**config.mk**
```make
export PLATFORM = sky130hd
export DESIGN_NAME = gtlr_top
export DESIGN_NICKNAME = d
export VERILOG_FILES = /design/src/gtlr_pkg.sv /design/src/gtlr_fifo.sv /design/src/gtlr_top.sv
export SDC_FILE = /design/constraint.sdc
export NUM_CORES = 1
export LEC_CHECK = 0
export BUFFER_PORTS_ARGS = -buffer_cell sky130_fd_sc_hd__buf_2
export CAP_MARGIN = 25
export CORE_UTILIZATION = 64
export DETAILED_ROUTE_END_ITERATION = 10
export GPL_TIMING_DRIVEN = 0
export HOLD_SLACK_MARGIN = 0.08
export PLACE_DENSITY = 0.85
export SETUP_SLACK_MARGIN = 0.2
export SLEW_MARGIN = 25
export SYNTH_ARGS = -nofsm -noshare
export SYNTH_HDL_FRONTEND = slang
export SYNTH_HIERARCHICAL = 1
export SYNTH_SLANG_ARGS = --single-unit
```
**constraint.sdc**
```tcl
create_clock -name clk -period 5.37 [get_ports clk]
set_input_delay 0.537 -clock clk [delete_from_list [all_inputs] [get_ports clk]]
set_output_delay 0.537 -clock clk [all_outputs]
set_load 0.01 [all_outputs]
```
**src/gtlr_pkg.sv**
```systemverilog
// Shared constants and carrier types for the bus talker/listener block
package gtlr_pkg;
  // Addressing
  localparam logic [4:0] ADDR_MAX = 5'h1E;
  localparam logic [4:0] ADDR_RST = 5'h01;
  // Interface commands seen with attention asserted
  localparam logic [7:0] CMD_GTL = 8'h01;
  localparam logic [7:0] CMD_SDC = 8'h04;
  localparam logic [7:0] CMD_LLO = 8'h11;
  localparam logic [7:0] CMD_DCL = 8'h14;
  localparam logic [7:0] CMD_SPE = 8'h18;
  localparam logic [7:0] CMD_SPD = 8'h19;
  localparam logic [7:0] LAD_BASE = 8'h20;
  localparam logic [7:0] CMD_UNL = 8'h3F;
  localparam logic [7:0] TAD_BASE = 8'h40;
  localparam logic [7:0] CMD_UNT = 8'h5F;
  localparam logic [7:0] GRP_MASK = 8'hE0;
  // Characters of program and response messages
  localparam logic [7:0] CH_STAR = 8'h2A;
  localparam logic [7:0] CH_LF = 8'h0A;
  localparam logic [7:0] CH_CR = 8'h0D;
  localparam logic [7:0] CH_SEMI = 8'h3B;
  localparam logic [7:0] CH_SP = 8'h20;
  localparam logic [7:0] CH_LPAR = 8'h28;
  localparam logic [7:0] CH_HASH = 8'h23;
  localparam logic [7:0] CH_ONE = 8'h31;
  // Common command headers, right aligned, without the star
  localparam logic [31:0] HDR_TST = 32'h5453543F;
  localparam logic [31:0] HDR_RST = 32'h00525354;
  localparam logic [31:0] HDR_DMC = 32'h00444D43;
  localparam logic [31:0] HDR_EMC = 32'h00454D43;
  localparam logic [31:0] HDR_EMCQ = 32'h454D433F;
  localparam logic [31:0] HDR_GMCQ = 32'h474D433F;
  localparam logic [31:0] HDR_LMCQ = 32'h4C4D433F;
  localparam logic [31:0] HDR_PMC = 32'h00504D43;
  localparam logic [31:0] HDR_RMC = 32'h00524D43;
  localparam logic [31:0] HDR_DDT = 32'h00444454;
  localparam logic [31:0] HDR_DDTQ = 32'h4444543F;
  localparam logic [31:0] HDR_PUD = 32'h00505544;
  localparam logic [31:0] HDR_PUDQ = 32'h5055443F;
  localparam logic [31:0] HDR_RDT = 32'h00524454;
  localparam logic [31:0] HDR_RDTQ = 32'h5244543F;
  localparam logic [31:0] HDR_LRNQ = 32'h4C524E3F;
  // Receive buffer and path FIFO
  localparam int unsigned RX_BUF_BYTES = 65536;
  localparam int unsigned RX_FIFO_DEPTH = 16;

  typedef struct packed {
    logic valid;
    logic atn;
    logic [7:0] data;
  } gtlr_bus_t;

  typedef struct packed {
    logic power_on;
    logic factory;
    logic restore;
    logic meas_stop;
    logic data_void;
  } gtlr_set_t;

  typedef struct packed {
    logic expr;
    logic unsup;
    logic block;
    logic overflow;
  } gtlr_err_t;
endpackage

```
**src/gtlr_fifo.sv**
```systemverilog
// Receive FIFO with registered read data and registered ready
`timescale 1ns/100ps
module gtlr_fifo #(
  parameter int unsigned W = 8,
  parameter int unsigned D = 16
) (
  input wire logic clk,
  input wire logic rst,
  input wire logic flush,
  input wire logic in_valid,
  output logic in_ready,
  input wire logic [W-1:0] in_data,
  output logic out_valid,
  input wire logic out_ready,
  output logic [W-1:0] out_data
);
  localparam int unsigned AW = $clog2(D);
  logic [W-1:0] mem [D];
  logic [AW-1:0] wr_reg, wr_next, rd_reg, rd_next;
  logic [AW:0] cnt_reg, cnt_next;
  logic ov_reg, ov_next, rdy_reg, rdy_next;
  logic [W-1:0] od_reg, od_next;
  logic push, pop;

  // Output stage holds one word, so capacity is D plus one
  always_comb
  begin
    push = in_valid && rdy_reg;
    pop = (cnt_reg != '0) && (!ov_reg || out_ready);
    wr_next = wr_reg;
    rd_next = rd_reg;
    cnt_next = cnt_reg;
    ov_next = ov_reg;
    od_next = od_reg;
    if (push)
      wr_next = (wr_reg == AW'(D - 1)) ? '0 : wr_reg + 1'b1;
    if (pop)
    begin
      rd_next = (rd_reg == AW'(D - 1)) ? '0 : rd_reg + 1'b1;
      od_next = mem[rd_reg];
      ov_next = 1'b1;
    end
    else if (out_ready)
      ov_next = 1'b0;
    cnt_next = cnt_reg + {{AW{1'b0}}, push} - {{AW{1'b0}}, pop};
    if (flush)
    begin
      wr_next = '0;
      rd_next = '0;
      cnt_next = '0;
      ov_next = 1'b0;
    end
    rdy_next = (cnt_next != (AW+1)'(D));
  end

  always_ff @(posedge clk)
  begin
    if (push)
      mem[wr_reg] <= in_data;
  end

  always_ff @(posedge clk or posedge rst)
  begin
    if (rst)
    begin
      wr_reg <= '0;
      rd_reg <= '0;
      cnt_reg <= '0;
      ov_reg <= 1'b0;
      od_reg <= '0;
      rdy_reg <= 1'b0;
    end
    else
    begin
      wr_reg <= wr_next;
      rd_reg <= rd_next;
      cnt_reg <= cnt_next;
      ov_reg <= ov_next;
      od_reg <= od_next;
      rdy_reg <= rdy_next;
    end
  end

  assign in_ready = rdy_reg;
  assign out_valid = ov_reg;
  assign out_data = od_reg;
endmodule // gtlr_fifo

```
**src/gtlr_top.sv**
```systemverilog
// Instrument-side talker/listener, message parser and remote/local control
`timescale 1ns/100ps
module gtlr_top import gtlr_pkg::*; #(
  parameter int unsigned RX_BYTES = RX_BUF_BYTES,
  parameter int unsigned FIFO_DEPTH = RX_FIFO_DEPTH
) (
  input wire logic clk,
  input wire logic rst,
  input wire logic addr_set,
  input wire logic [4:0] addr_val,
  output logic [4:0] addr,
  output logic addr_reject,
  input wire gtlr_bus_t bus_in,
  output logic bus_rx_ready,
  input wire logic ifc,
  input wire logic ren,
  input wire logic local_key,
  output logic remote_led,
  output logic keys_locked,
  output logic lockout,
  output logic talker,
  output logic listener,
  output logic spoll,
  input wire logic [7:0] stb,
  output logic tx_valid,
  output logic [7:0] tx_byte,
  input wire logic tx_ack,
  output logic app_valid,
  output logic [7:0] app_byte,
  input wire logic app_ready,
  output logic app_exec,
  output logic common_valid,
  output logic [31:0] common_hdr,
  input wire logic app_done,
  input wire logic resp_valid,
  input wire logic [7:0] resp_byte,
  output logic resp_ready,
  input wire logic cal_done,
  output logic dev_clear,
  output gtlr_set_t set_evt,
  output gtlr_err_t err
);
  typedef enum logic [2:0] {
    S_IDLE, S_APP, S_COM, S_CDEC, S_WAIT, S_TST1, S_TST2
  } gtlr_state_t;

  logic [4:0] addr_reg, addr_next;
  logic rej_reg, rej_next;
  logic tlk_reg, tlk_next, lsn_reg, lsn_next;
  logic sp_reg, sp_next, llo_reg, llo_next;
  logic rem_reg, rem_next, ren_reg;
  logic clr_reg, clr_next;
  logic pon_reg;
  gtlr_set_t set_reg, set_next;
  gtlr_err_t err_reg, err_next;
  logic [16:0] len_reg, len_next;
  logic drop_reg, drop_next;
  gtlr_state_t st_reg, st_next;
  logic [31:0] hdr_reg, hdr_next;
  logic av_reg, av_next, ex_reg, ex_next;
  logic [7:0] ab_reg, ab_next;
  logic cv_reg, cv_next;
  logic q_v_reg, q_v_next;
  logic [7:0] q_b_reg, q_b_next;
  logic first_reg, first_next;
  logic rr_reg, rr_next;
  logic tv_reg, tv_next;
  logic [7:0] tb_reg, tb_next;
  logic f_valid, f_ready, f_in_valid, f_in_ready, f_flush;
  logic [7:0] f_data;
  logic cmd, is_tad, my_lad, my_tad, data_in, take, term;
  logic dclr;
  logic ovf_next, fac_next;

  function automatic logic unsup_hdr(input logic [31:0] h);
    unique case (h)
      HDR_DMC, HDR_EMC, HDR_EMCQ, HDR_GMCQ, HDR_LMCQ, HDR_PMC, HDR_RMC,
      HDR_DDT, HDR_DDTQ, HDR_PUD, HDR_PUDQ, HDR_RDT, HDR_RDTQ,
      HDR_LRNQ: unsup_hdr = 1'b1;
      default: unsup_hdr = 1'b0;
    endcase
  endfunction

  // Bus addressing, interface commands and remote/local control
  always_comb
  begin
    cmd = bus_in.valid && bus_in.atn;
    is_tad = (bus_in.data & GRP_MASK) == TAD_BASE;
    my_lad = cmd && bus_in.data == (LAD_BASE | {3'b000, addr_reg});
    my_tad = cmd && bus_in.data == (TAD_BASE | {3'b000, addr_reg});
    addr_next = addr_reg;
    rej_next = 1'b0;
    if (addr_set)
    begin
      if (addr_val <= ADDR_MAX)
        addr_next = addr_val;
      else
        rej_next = 1'b1;
    end
    tlk_next = tlk_reg;
    lsn_next = lsn_reg;
    sp_next = sp_reg;
    llo_next = llo_reg;
    rem_next = rem_reg;
    dclr = 1'b0;
    // Addressed operation only: no path makes talker or listener self-set
    if (my_lad)
    begin
      lsn_next = 1'b1;
      if (tlk_reg && !my_tad)
        tlk_next = 1'b0;
    end
    else if (cmd && bus_in.data == CMD_UNL)
      lsn_next = 1'b0;
    if (my_tad)
    begin
      tlk_next = 1'b1;
      lsn_next = 1'b0;
    end
    else if (cmd && (bus_in.data == CMD_UNT || is_tad))
      tlk_next = 1'b0;
    if (cmd && bus_in.data == CMD_SPE)
      sp_next = 1'b1;
    if (cmd && bus_in.data == CMD_SPD)
      sp_next = 1'b0;
    if (cmd && bus_in.data == CMD_LLO)
      llo_next = 1'b1;
    if (cmd && (bus_in.data == CMD_DCL ||
        (bus_in.data == CMD_SDC && lsn_reg)))
      dclr = 1'b1;
    if (ren && !ren_reg && !rem_reg)
      rem_next = 1'b1;
    if (rem_reg && local_key && !llo_reg)
      rem_next = 1'b0;
    if (cmd && bus_in.data == CMD_GTL && lsn_reg)
      rem_next = 1'b0;
    if (!ren)
    begin
      rem_next = 1'b0;
      llo_next = 1'b0;
    end
    if (ifc)
    begin
      tlk_next = 1'b0;
      lsn_next = 1'b0;
      sp_next = 1'b0;
    end
    clr_next = dclr;
  end

  // Incoming data: message length guard in front of the FIFO
  always_comb
  begin
    data_in = bus_in.valid && !bus_in.atn && lsn_reg;
    len_next = len_reg;
    drop_next = drop_reg;
    f_in_valid = 1'b0;
    ovf_next = 1'b0;
    if (data_in && f_in_ready)
    begin
      if (bus_in.data == CH_LF)
      begin
        len_next = '0;
        drop_next = 1'b0;
        f_in_valid = !drop_reg;
      end
      else if (drop_reg)
        f_in_valid = 1'b0;
      else if (len_reg == 17'(RX_BYTES))
      begin
        drop_next = 1'b1;
        ovf_next = 1'b1;
      end
      else
      begin
        len_next = len_reg + 17'h00001;
        f_in_valid = 1'b1;
      end
    end
    if (dclr)
    begin
      len_next = '0;
      drop_next = 1'b0;
    end
  end

  assign f_flush = dclr;

  gtlr_fifo #(.W(8), .D(FIFO_DEPTH)) u_rx_fifo (
    .clk(clk),
    .rst(rst),
    .flush(f_flush),
    .in_valid(f_in_valid),
    .in_ready(f_in_ready),
    .in_data(bus_in.data),
    .out_valid(f_valid),
    .out_ready(f_ready),
    .out_data(f_data)
  );

  // Parser: one command at a time, answers only after parse ends
  always_comb
  begin
    term = f_data == CH_LF || f_data == CH_SEMI;
    st_next = st_reg;
    hdr_next = hdr_reg;
    av_next = av_reg && !app_ready;
    ab_next = ab_reg;
    ex_next = 1'b0;
    cv_next = 1'b0;
    q_v_next = q_v_reg && !(tx_ack && tlk_reg && !sp_reg);
    q_b_next = q_b_reg;
    first_next = first_reg;
    err_next.expr = 1'b0;
    err_next.unsup = 1'b0;
    err_next.block = 1'b0;
    err_next.overflow = ovf_next;
    fac_next = 1'b0;
    f_ready = 1'b0;
    unique case (st_reg)
      S_IDLE, S_APP:
      begin
        f_ready = !av_reg || app_ready;
        take = f_valid && f_ready;
        if (take && st_reg == S_IDLE && f_data == CH_STAR)
        begin
          st_next = S_COM;
          hdr_next = '0;
        end
        else if (take && st_reg == S_IDLE &&
                 (term || f_data == CH_SP || f_data == CH_CR))
          st_next = S_IDLE;
        else if (take)
        begin
          av_next = 1'b1;
          ab_next = f_data;
          st_next = S_APP;
          if (f_data == CH_LPAR)
            err_next.expr = 1'b1;
          if (term)
          begin
            ex_next = 1'b1;
            first_next = 1'b1;
            st_next = S_WAIT;
          end
        end
      end
      S_COM:
      begin
        f_ready = 1'b1;
        if (f_valid && term)
          st_next = S_CDEC;
        else if (f_valid)
          hdr_next = {hdr_reg[23:0], f_data};
      end
      S_CDEC:
      begin
        if (hdr_reg == HDR_TST)
          st_next = S_TST1;
        else if (unsup_hdr(hdr_reg))
        begin
          err_next.unsup = 1'b1;
          st_next = S_IDLE;
        end
        else if (hdr_reg == HDR_RST)
        begin
          fac_next = 1'b1;
          st_next = S_IDLE;
        end
        else
        begin
          cv_next = 1'b1;
          first_next = 1'b1;
          st_next = S_WAIT;
        end
      end
      S_WAIT:
      begin
        if (resp_valid && rr_reg)
        begin
          first_next = 1'b0;
          if (first_reg && resp_byte == CH_HASH)
            err_next.block = 1'b1;
          else
          begin
            q_v_next = 1'b1;
            q_b_next = resp_byte;
          end
        end
        if (app_done)
          st_next = S_IDLE;
      end
      S_TST1:
      begin
        if (!q_v_next)
        begin
          q_v_next = 1'b1;
          q_b_next = CH_ONE;
          st_next = S_TST2;
        end
      end
      S_TST2:
      begin
        if (!q_v_next)
        begin
          q_v_next = 1'b1;
          q_b_next = CH_LF;
          st_next = S_IDLE;
        end
      end
    endcase
    take = f_valid && f_ready;
    if (dclr)
    begin
      st_next = S_IDLE;
      av_next = 1'b0;
      q_v_next = 1'b0;
    end
    if (ifc)
      q_v_next = 1'b0;
    rr_next = st_next == S_WAIT && !q_v_next && !dclr;
    // Poll mode sends the status byte instead of queued output
    tv_next = tlk_next && (sp_next || q_v_next);
    tb_next = sp_next ? stb : q_b_next;
  end

  // Settings events; settings themselves are kept untouched on mode change
  always_comb
  begin
    set_next.power_on = !pon_reg;
    set_next.factory = fac_next;
    set_next.restore = cal_done;
    set_next.meas_stop = cal_done;
    set_next.data_void = cal_done;
  end

  always_ff @(posedge clk or posedge rst)
  begin
    if (rst)
    begin
      addr_reg <= ADDR_RST;
      rej_reg <= 1'b0;
      tlk_reg <= 1'b0;
      lsn_reg <= 1'b0;
      sp_reg <= 1'b0;
      llo_reg <= 1'b0;
      rem_reg <= 1'b0;
      ren_reg <= 1'b0;
      clr_reg <= 1'b0;
      pon_reg <= 1'b0;
      set_reg <= '0;
      err_reg <= '0;
      len_reg <= '0;
      drop_reg <= 1'b0;
      st_reg <= S_IDLE;
      hdr_reg <= '0;
      av_reg <= 1'b0;
      ab_reg <= '0;
      ex_reg <= 1'b0;
      cv_reg <= 1'b0;
      q_v_reg <= 1'b0;
      q_b_reg <= '0;
      first_reg <= 1'b0;
      rr_reg <= 1'b0;
      tv_reg <= 1'b0;
      tb_reg <= '0;
    end
    else
    begin
      addr_reg <= addr_next;
      rej_reg <= rej_next;
      tlk_reg <= tlk_next;
      lsn_reg <= lsn_next;
      sp_reg <= sp_next;
      llo_reg <= llo_next;
      rem_reg <= rem_next;
      ren_reg <= ren;
      clr_reg <= clr_next;
      pon_reg <= 1'b1;
      set_reg <= set_next;
      err_reg <= err_next;
      len_reg <= len_next;
      drop_reg <= drop_next;
      st_reg <= st_next;
      hdr_reg <= hdr_next;
      av_reg <= av_next;
      ab_reg <= ab_next;
      ex_reg <= ex_next;
      cv_reg <= cv_next;
      q_v_reg <= q_v_next;
      q_b_reg <= q_b_next;
      first_reg <= first_next;
      rr_reg <= rr_next;
      tv_reg <= tv_next;
      tb_reg <= tb_next;
    end
  end

  assign addr = addr_reg;
  assign addr_reject = rej_reg;
  assign bus_rx_ready = f_in_ready;
  assign remote_led = rem_reg;
  assign keys_locked = rem_reg;
  assign lockout = llo_reg;
  assign talker = tlk_reg;
  assign listener = lsn_reg;
  assign spoll = sp_reg;
  assign tx_valid = tv_reg;
  assign tx_byte = tb_reg;
  assign app_valid = av_reg;
  assign app_byte = ab_reg;
  assign app_exec = ex_reg;
  assign common_valid = cv_reg;
  assign common_hdr = hdr_reg;
  assign resp_ready = rr_reg;
  assign dev_clear = clr_reg;
  assign set_evt = set_reg;
  assign err = err_reg;
endmodule // gtlr_top

```
# Word-level counts from Yosys, hierarchy flattened

Memories as Yosys holds them, arrays and structs flattened. A register that Yosys moved wholly into a read port is not among the register bits.
Cells that the tools add are included.

Logic and storage cells: 301
Flip-flop bits (word level): 120
Bits in read-only memories: 0
Memory bits (writable): 128
Memories: 1
Latch bits: 0

Memories:

| memory        | depth | width | read ports | clocked after memory_dff | wr ports | line            | source |
|---|---|---|---|---|---|---|---|
| u_rx_fifo.mem | 16    | 8     | 1          | 1                        | 1        | gtlr_fifo.sv:18 | `logic [W-1:0] mem [D];` |

Equality and inequality tests: 61
Shifts and indexed selects: 0
$mul: 0
Divide/modulo/power cells: 0
Bitwise gates (word level): 2
$add $sub $neg: 5
Muxes and demuxes: 120
Order comparisons: 1
Reduce and logical (&&, ||, !) cells: 75

Operators with widths:

| operator                                              | count |
|---|---|
| equality test 32 x 23 -> 1 bit, second input constant | 8 |
| equality test 32 x 31 -> 1 bit, second input constant | 8 |
| 2-to-1 mux 32 bit                                     | 3 |
| 2-to-1 mux 17 bit                                     | 5 |
| 2-to-1 mux 1 bit                                      | 82 |
| one-hot mux 32 bit (2 select lines)                   | 1 |
| equality test 8 x 6 -> 1 bit, second input constant   | 6 |
| 2-to-1 mux 8 bit                                      | 5 |
| logical AND 1 bit                                     | 36 |
| 2-to-1 mux 3 bit                                      | 12 |
| equality test 8 x 5 -> 1 bit, second input constant   | 4 |
| equality test 8 x 4 -> 1 bit, second input constant   | 3 |
| 2-to-1 mux 4 bit                                      | 6 |
| one-hot mux 8 bit (3 select lines)                    | 1 |
| inequality test 2 bit, second input constant          | 10 |
| one-hot mux 3 bit (6 select lines)                    | 1 |
| adder 17 x 1 -> 17 bit, second input constant         | 1 |
| equality test 17 bit, second input constant           | 1 |
| zero test 1 bit                                       | 14 |
| OR reduction 14 bit                                   | 1 |
| equality test 3 bit, second input constant            | 4 |
| equality test 3 x 2 -> 1 bit, second input constant   | 3 |
| AND reduction 9 bit                                   | 1 |
| adder 4 x 1 -> 4 bit, second input constant           | 2 |
| 29 further kinds                                      | 46 |

# Longest topological paths before layout

Gate-level depths: netlist of the first run.

Word-level depth: 12
Gate-level depth with buffers: 19
Depth with buffers taken out: 17

# Modules after synthesis

The synthesis of the first run kept the hierarchy.

By module, submodules not included:

| module    | cells an instance | times used | area each (sq um) | seq. area each (sq um) |
|---|---|---|---|---|
| gtlr_fifo | 338               | 1          | 6182.2            | 4419.2 |
| gtlr_top  | 591               | 1          | 5615.4            | 2628.8 |

# Worst setup path before layout of the first run

Ideal clock, no wire load.

Path kind: input to register
Start point: input port bus_in[0] (netlist bit)
End point: register u_rx_fifo.rdy_reg, in the netlist u_rx_fifo/in_ready
Path buffers: 1
Arrival time: 3.758 ns
Path slack: 1.474 ns
Cell stages on the path: 15
Cell sequence: or4_4 > buf_6 > nor2_1 > nor2b_1 > nor3_1 > nand2_1 > ha_1 > inv_1 > ha_1 > inv_1 > fa_1 > xor2_1 > nor2_1 > or3_1 > or4_1

Cells in the longest elaborated chain, start to end: 8
Elaborated cells between the ends (all ways): 14
Those cells by class: add/sub (2); eq/ne (4); mux (4); reduce/logical (4)

Ends and longest elaborated chain:

| element                         | line            | source |
|---|---|---|
| start, declared                 | gtlr_top.sv:13  | `input wire gtlr_bus_t bus_in,` |
| equality test 8 x 4 -> 1 bit    | gtlr_top.sv:161 | `if (bus_in.data == CH_LF)` |
| 2-to-1 mux 1 bit                | gtlr_top.sv:161 |  |
| 2-to-1 mux 1 bit                | gtlr_top.sv:159 | `if (data_in && f_in_ready)` |
| named net f_in_valid            | gtlr_top.sv:69  | `logic f_valid, f_ready, f_in_valid, f_in_ready, f_flush;` |
| logical AND 1 bit               | gtlr_fifo.sv:28 | `push = in_valid && rdy_reg;` |
| adder 5 x 1 -> 5 bit            | gtlr_fifo.sv:45 | `cnt_next = cnt_reg + {{AW{1'b0}}, push} - {{AW{1'b0}}, pop};` |
| subtractor 5 x 1 -> 5 bit       | gtlr_fifo.sv:45 |  |
| 2-to-1 mux 5 bit                | gtlr_fifo.sv:46 | `if (flush)` |
| named net u_rx_fifo.cnt_next[2] | gtlr_fifo.sv:20 | `logic [AW:0] cnt_reg, cnt_next;` |
| inequality test 5 bit           | gtlr_fifo.sv:53 | `rdy_next = (cnt_next != (AW+1)'(D));` |
| named net u_rx_fifo.rdy_next    | gtlr_fifo.sv:21 | `logic ov_reg, ov_next, rdy_reg, rdy_next;` |
| end signal, assigned            | gtlr_fifo.sv:80 | `rdy_reg <= rdy_next;` |
| end, declared                   | gtlr_fifo.sv:21 |  |

The timed path passes the listed nets, and every way through them passes these cells.
A chain may end at the register's enable or synchronous reset.

# Worst setup path after layout of the first run

Start point: register st_reg[0]
End point: register u_rx_fifo.rdy_reg, in the netlist u_rx_fifo/in_ready

Cells in the longest elaborated chain, start to end: 8
Elaborated cells between the ends (all ways): 10
Those cells by class: add/sub (1); eq/ne (3); mux (2); reduce/logical (4)

Ends and longest elaborated chain:

| element                                                         | line            | source |
|---|---|---|
| start, declared                                                 | gtlr_top.sv:58  | `gtlr_state_t st_reg, st_next;` |
| start signal, assigned                                          | gtlr_top.sv:384 | `st_reg <= st_next;` |
| equality test 3 x 1 -> 1 bit or zero test 3 bit (tied branches) | gtlr_top.sv:220 | `unique case (st_reg)` |
| OR reduction 2 bit                                              | gtlr_top.sv:220 |  |
| one-hot mux 1 bit (2 select lines) *                            | gtlr_top.sv:220 |  |
| named net f_ready                                               | gtlr_top.sv:69  |  |
| logical OR 1 bit *                                              | gtlr_fifo.sv:29 | `pop = (cnt_reg != '0) && (!ov_reg \|\| out_ready);` |
| logical AND 1 bit *                                             | gtlr_fifo.sv:29 |  |
| named net u_rx_fifo.pop                                         | gtlr_fifo.sv:23 | `logic push, pop;` |
| subtractor 5 x 1 -> 5 bit *                                     | gtlr_fifo.sv:45 |  |
| 2-to-1 mux 5 bit *                                              | gtlr_fifo.sv:46 |  |
| named net u_rx_fifo.cnt_next[2]                                 | gtlr_fifo.sv:20 |  |
| inequality test 5 bit *                                         | gtlr_fifo.sv:53 |  |
| named net u_rx_fifo.rdy_next                                    | gtlr_fifo.sv:21 |  |

Mark *: on every way through the listed nets, which the timed path passes. The rest lies on a longest branch.

==> results of run 1 <==
[cells in the mapped netlist, types with 4 or more instances]
| cell | number |
|---|---|
| nand2_1 | 120 |
| or3_1 | 7 |
| mux2_2 | 25 |
| o21ai_1 | 7 |
| xor2_1 | 7 |
| and2_1 | 18 |
| mux2i_1 | 11 |
| a31oi_1 | 7 |
| and3_1 | 9 |
| nor4_1 | 14 |
| nor3b_1 | 6 |
| nor2_1 | 55 |
| nor3_1 | 14 |
| nand3b_1 | 6 |
| edfxtp_1 | 128 |
| dfrtp_1 | 127 |
| o21ai_0 | 46 |
| clkbuf_1 | 19 |
| mux4_1 | 8 |
| buf_6 | 4 |
| mux4_2 | 24 |
| buf_2 | 9 |
| a22oi_1 | 4 |
| nor3_2 | 6 |
| nand4b_1 | 8 |
| ha_1 | 13 |
| nor4b_1 | 13 |
| nand2b_1 | 4 |
| and4_1 | 4 |
| nor2b_1 | 7 |
| or4_1 | 8 |
| a21o_1 | 5 |
| a21oi_1 | 37 |
| buf_4 | 5 |
| nand4_1 | 12 |
| xnor2_1 | 16 |
| inv_1 | 28 |
| nand3_1 | 16 |
[final cells by class]
cell class                 count  area (sq um)
sequential                   256          7050
clock inverter                13           170
tap                          229           287
inverter                      28           110
buffer                        41           230
multi-input combinational    604          4420
timing repair buffer         119           623
clock buffer                  37           774
fill                        1079          4360
[routing by layer]
| metal | part of all wire [%] | routed length (um) | vias up | global-route usage (%) |
|---|---|---|---|---|
| met5 | 0 | 0 | - | 0 |
| met4 | 4.1 | 1120 | 0 | 12.6 |
| met3 | 7.4 | 2060 | 89 | 5.00 |
| met2 | 48 | 13300 | 438 | 48.9 |
| met1 | 41 | 11200 | 4175 | 41.1 |
| li1 | - | - | 3780 | - |
[per-stage QoR]
stage / power, uW / cells / utilization (%) / instance area [sq um]
global placement: 4790 / 1275 / 70.3 / 12700
floorplan: 4180 / 929 / - / 11800
detailed placement: 4900 / 1276 / 70.5 / 12700
CTS: 6880 / 1327 / 75.8 / 13700
finish: 6880 / 1327 / 75.8 / 13700
global route: 7220 / 1327 / 75.8 / 13700
[what timing repair did]
item	CTS	global route
resized for setup	0	0
hold buffers	1	0
setup endpoints to repair	0	0
endpoints found under the hold margin	28	0
[power by group through the flow]
stage	Clock [uW]	Combinational [uW]	Sequential [uW]
finish	1950	2260	2670
global route	2050	2460	2710
CTS	1970	2240	2660
detailed placement	0	2200	2700
global placement	0	2100	2690
floorplan	0	1490	2690
[final timing paths]
| kind | slack, ps | from | end | cells past startpoint |
|---|---|---|---|---|
| max in group asynchronous | 4000 | rst | u_rx_fifo/out_valid | 3 |
| min in group asynchronous | 530 | rst | app_byte[0] | 3 |
| worst min register to register | 380 | pon_reg | set_evt[4] | 1 |
| worst max register to register | 970 | st_reg[0] | u_rx_fifo/in_ready | 18 |
| worst max-delay path | 970 | st_reg[0] | u_rx_fifo/in_ready | 18 |
| worst min-delay path | 120 | cal_done | set_evt[0] | 1 |
[kinds of logic after synthesis]
| kind of cell | Yosys count | share of synthesized area, % |
|---|---|---|
| other cells | 1 | 0.0318 |
| xor+xnor | 23 | 1.71 |
| buf+inv | 69 | 2.84 |
| compound gates | 148 | 8.07 |
| mux | 68 | 9.68 |
| flops | 256 | 59.7 |
| simple gates | 350 | 16.4 |
| fa+ha+maj | 14 | 1.55 |
[worst max-delay path, cell delays in order, from the launching register on]
cell and delay, ps:
dfrtp_1 360, clkbuf_1 170, nor2b_1 300, and2_1 180, clkbuf_1 250, clkbuf_1 400, a21o_1 120, nand2b_1 120
nand2b_1 90, inv_1 180, ha_1 270, inv_1 60, ha_1 170, inv_1 60, fa_1 390, xor2_1 180
nor2_1 70, or3_1 440, or4_1 430
==> metrics.md, run 1 <==
| Metric | Value |
|---|---|
| Post-route setup slack | 968 ps |
| Final Critical Period | 4400 ps |
| Share of cells above drive strength 1 | 23.3% |
| Initial Util | 65.5% |
| Worst EP arrival | 4800 ps |
| Sw Pwr | 2360 uW |
| Hpwl dp | ~18,000 um |
| Power density cells | roughly 500 nW/um^2 |
| Initial antenna violation count | 0 |
| Iter 0 DRT Violations | 661 |
| Die ar. | 19,000 sq um |
| Layout area overhead | 15.8% |
| Post-route antenna net violation count | 0 |
| Synth Net Count | 985 |
| Worst rel slew slack | about 39% |
| FF+latch count, synth | around 260 |
| Worst hold slack | between 100 and 150 ps |
| Area leader, netlist | edfxtp_1 |
| Yosys warnings | 6 |
| Routed WL per cell | ~21 um |
| Clock buffer count from CTS | 27 |
| Top cells by area, synth | edfxtp_1 (33%), dfrtp_1 (27%), mux4_2 (4.6%) |
| Post-CTS Setup Bufs | 0 |
| Critical path fanouts, max | 10 |
| Nets | between 1,000 and 1,500 |
| Reg clk slew, reported paths | 60 ps |
| Post-Route WL | approximately 28,000 um |
| Commonest cells after routing, fill and taps aside | edfxtp_1 (128), dfrtp_1 (127), buf_2 (126), nand2_1 (120), nor2_1 (55) |
| H-tree depth | 1 |
| Cell variety after synth | 81 |
| DRC viols | 0 |
| P_int | 4520 uW |
| Setup slack at placement | 573 ps |
| GRT Total Usage | 30.3% |
| Die width | 138 um |
| Chip height | 138 um |
| Most common cell after layout, fill and taps aside | edfxtp_1 |
| Worst slew pin tran | 920 ps |
| Syn Area/Cell | 12.7 sq um |
| First-pass iteration count of the detailed router | 5 |
| Largest net degree at the start of global routing | 78 |
| Critical setup path kind | flip-flop to flip-flop |
| I/O pins | 118 |
| Crit. End Element | flip-flop |
| Most used flip-flop cell after synthesis | edfxtp_1 |
| Fin crit share | 82.0% |
| Mapped cell area | ~12,000 sq um |
| Placer Congestion | 0.911 |
| Critical Path Source Type | flip-flop |
| Pins Over Slew Limit | 0 |
| Number of flops mapped to enable cells by yosys | 128 |
| Clk pwr share | 28.3% |
| RSZ-0062 raised after global routing | no |
| Core Area | 18,000 sq um |
| Clock Path Buffers | 3 |
| Max Clk Rate | 227 MHz |
| Clk Latency, worst-skew pair | 540 ps |
| Switching share of total power | 34.3% |
| Clk root buf | clkbuf_16 |
| Vias in the first global route | 8,100 |
| Comb power frac | 32.8% |
| Run status | finished clean |
| Placement row count | 49 |
| Cells after Synth | 929 |
| Clock Sink Count | 256 |
| Via count | approximately 8,500 |
| Worst Clk Skew | 16.4 ps |
| Lkg Pwr | 0.00543 uW |
| Final setup fails | 0 |
| Total gr overflow | 0 |
| Ys async rst share | 50.0% |
| Final Hold Fails | 0 |
| Peak supply drop | 0.428 mV |
| Sequential share of power | about two fifths |
| Yosys top cell area share | 32.6% |
| Min-Delay Path Class | primary input to flip-flop |
| Input/output buffers | approximately 120 |
| Seq/Total Area, Yosys | 59.7% |
| TritonCTS clock tree | done |
| Setup tns final | 0 ps |
| MaxCap Viol Count | 0 |
| Max FFs per register | 128 |
| Vias per cell | 6.39 |
| ANT cells | 0 |
| Req. time, crit path | 5770 ps |
| Global-route wire length before repair | 43,300 um |
(Power assumes the default switching activity.)
==> inputs of run 2 (changes only) <==
CORE_UTILIZATION = 59   (was 64)
PLACE_DENSITY = 0.8   (was 0.85)
clock period = 4.1 ns   (was 5.37 ns; I/O delays follow)
==> run 2 against run 1 <==
  * Via count shrank 0.75%
  * Setup slack lost 620 ps
  * Critical path depth shrank 1
  * Sequential share of layout area shrank 0.65 points
  * Clock power grew 36%
  * Routed wire length shrank 1.4%
  * Core utilization shrank 4.9 points
==> metrics.md, run 2 (synthesized netlist as in run 1, its figures left out) <==
| Metric | Value |
|---|---|
| Clock Sink Count | 256 |
| Worst rel slew slack | 37.7% |
| Clk Latency, worst-skew pair | approximately 550 ps |
| Global-route wire length before repair | 43,400 um |
| DRC viols | 0 |
| Worst slew pin tran | 930 ps |
| Die ar. | 20,600 sq um |
| Initial antenna violation count | 0 |
| Max Clk Rate | 267 MHz |
| Clock buffer count from CTS | 27 |
| Worst R2R End | u_rx_fifo/in_ready |
| Final core utilization | 70.9% |
| Clock Path Buffers | 3 |
| First-pass iteration count of the detailed router | 5 |
| Req. time, crit path | 4520 ps |
| Vias per cell | just over 6 |
| Clk root buf | clkbuf_16 |
| Pins Over Slew Limit | 0 |
| Initial Util | between 60% and 70% |
| Run status | finished clean |
| CP max stage delay | 520 ps |
| Placed cell areas | 12,700 sq um |
| Via count | 8,418 |
| Power density cells | 659 nW/um^2 |
| Crit. End Element | flip-flop |
| Worst Hold Path Cells | 2 |
| Worst EP arrival | about 4200 ps |
| GRT Total Usage | 27.6% |
| Peak supply drop | 0.430 mV |
| Worst Clk Skew | between 15 and 20 ps |
| TritonCTS clock tree | done |
| Cell family with most CP delay | simple AND/OR/NAND/NOR gates |
| Min-Delay Path Class | primary input to flip-flop |
| Total chip power | 9120 uW |
| Placer Congestion | 0.920 |
| Placement row count | 51 |
| Crit path buf inv count | 6 |
| MaxCap Viol Count | 0 |
| RSZ-0062 raised after global routing | no |
| Setup tns final | 0 ps |
| Vias in the first global route | roughly 8,000 |
| Core Area | 19,500 sq um |
| Max FFs per register | 128 |
| Critical path fanouts, max | 10 |
| HP Start | addr_set |
| Most common cell after layout, fill and taps aside | edfxtp_1 |
| Layout area overhead | 17.3% |
| Final Critical Period | 3750 ps |
| Input/output buffers | about 120 |
| Post-route antenna net violation count | 0 |
| Fin crit share | between 90% and 100% |
| Total gr overflow | 0 |
| ANT cells | 0 |
| Reg2reg setup slack | 350 ps |
| Critical setup path kind | flip-flop to flip-flop |
| Largest net degree at the start of global routing | 77 |
| CP max-delay cell | fa_2 |
| H-tree depth | 1 |
| Routed WL per cell | 20.0 um |
| Reg-to-reg startpoint | st_reg[1] |
| Final setup fails | 0 |
| Final Hold Fails | 0 |
| Die width | 143 um |
| Commonest cells after routing, fill and taps aside | edfxtp_1 (128), dfrtp_1 (127), buf_2 (126), nand2_1 (119), nor2_1 (55) |
| Critical Path Source Type | flip-flop |
| Nets | 1,138 |
| Reg2reg path depth | 17 |
| I/O pins | 118 |
| CP startpoint | st_reg[1] |
| Hpwl dp | between 15,000 and 20,000 um |
| Share of cells above drive strength 1 | 24.5% |
| Iter 0 DRT Violations | 629 |
| Chip height | 143 um |
| WHS Endpoint | addr[0] |
| Final Instance Area | 13,800 sq um |
| Reg clk slew, reported paths | 70 ps |
| Lkg Pwr | roughly 0.0055 uW |
| Worst path cell trace | clkbuf_4, nor2b_2, and2_1, buf_2, buf_8, a21o_1, nand2b_1, nand2b_1, inv_2, ha_1, inv_1, ha_2, inv_1, fa_2, nor2_1, or3_1, or4_1 |
| Post-Route WL | about 27,000 um |
run 2: cell types whose count changed in the layout (fill, tap and decap cells not counted), moves of 2 or more:
cell,change
clkbuf_1,-4
dlygate4sd3_1,+3
buf_4,+2
inv_1,-2
nor2b_1,-2
nor2b_2,+2
run 2: worst max path at each step:
| stage | depth (start not counted) | slack, ps | endpoint |
|---|---|---|---|
| finish | 17 | 350 | u_rx_fifo/in_ready |
| detailed placement | 16 | -420 | u_rx_fifo/in_ready |
| global route | 17 | 210 | u_rx_fifo/in_ready |
| global placement | 16 | -390 | u_rx_fifo/in_ready |
| CTS | 18 | 210 | u_rx_fifo/in_ready |
| floorplan | 15 | 330 | u_rx_fifo/in_ready |
run 2: layout make-up:
type                       count  area, sq um
fill                        1331         5690
clock inverter                14          218
multi-input combinational    604         4440
buffer                        41          246
sequential                   256         7050
tap                          265          332
inverter                      28          110
timing repair buffer         124          668
clock buffer                  36          771
run 2: where the power goes:
| group | internal, uW | switching (uW) |
|---|---|---|
| sequential | 3080 | 425 |
| clock | 1650 | 1010 |
| combinational | 1300 | 1650 |
run 2: timing repair:
item / CTS / global route
hold endpoints to repair: 32 / 0
resized for setup: 8 / 9
endpoints found under the setup margin: 1 / 1
hold buffers: 4 / 0
pin swaps: 0 / 2
setup buffers: 1 / 1
run 2: routing by layer:
layer / vias up / wire length, um / track usage [%]
li1: 3801 / - / -
met1: 4153 / 11500 / 39.1
met2: 416 / 13100 / 45.1
met3: 48 / 2220 / 4.43
met4: 0 / 472 / 6.16
met5: - / 0 / 0
run 2: stage by stage:
step                      worst slack (ps)  instances  hold WS, ps
after floorplan                        331        929          370
after global placement                -386       1311          371
after detailed placement              -420       1312          377
after CTS                              210       1367         80.6
after global routing                   207       1368         96.7
final                                  351       1368         97.6
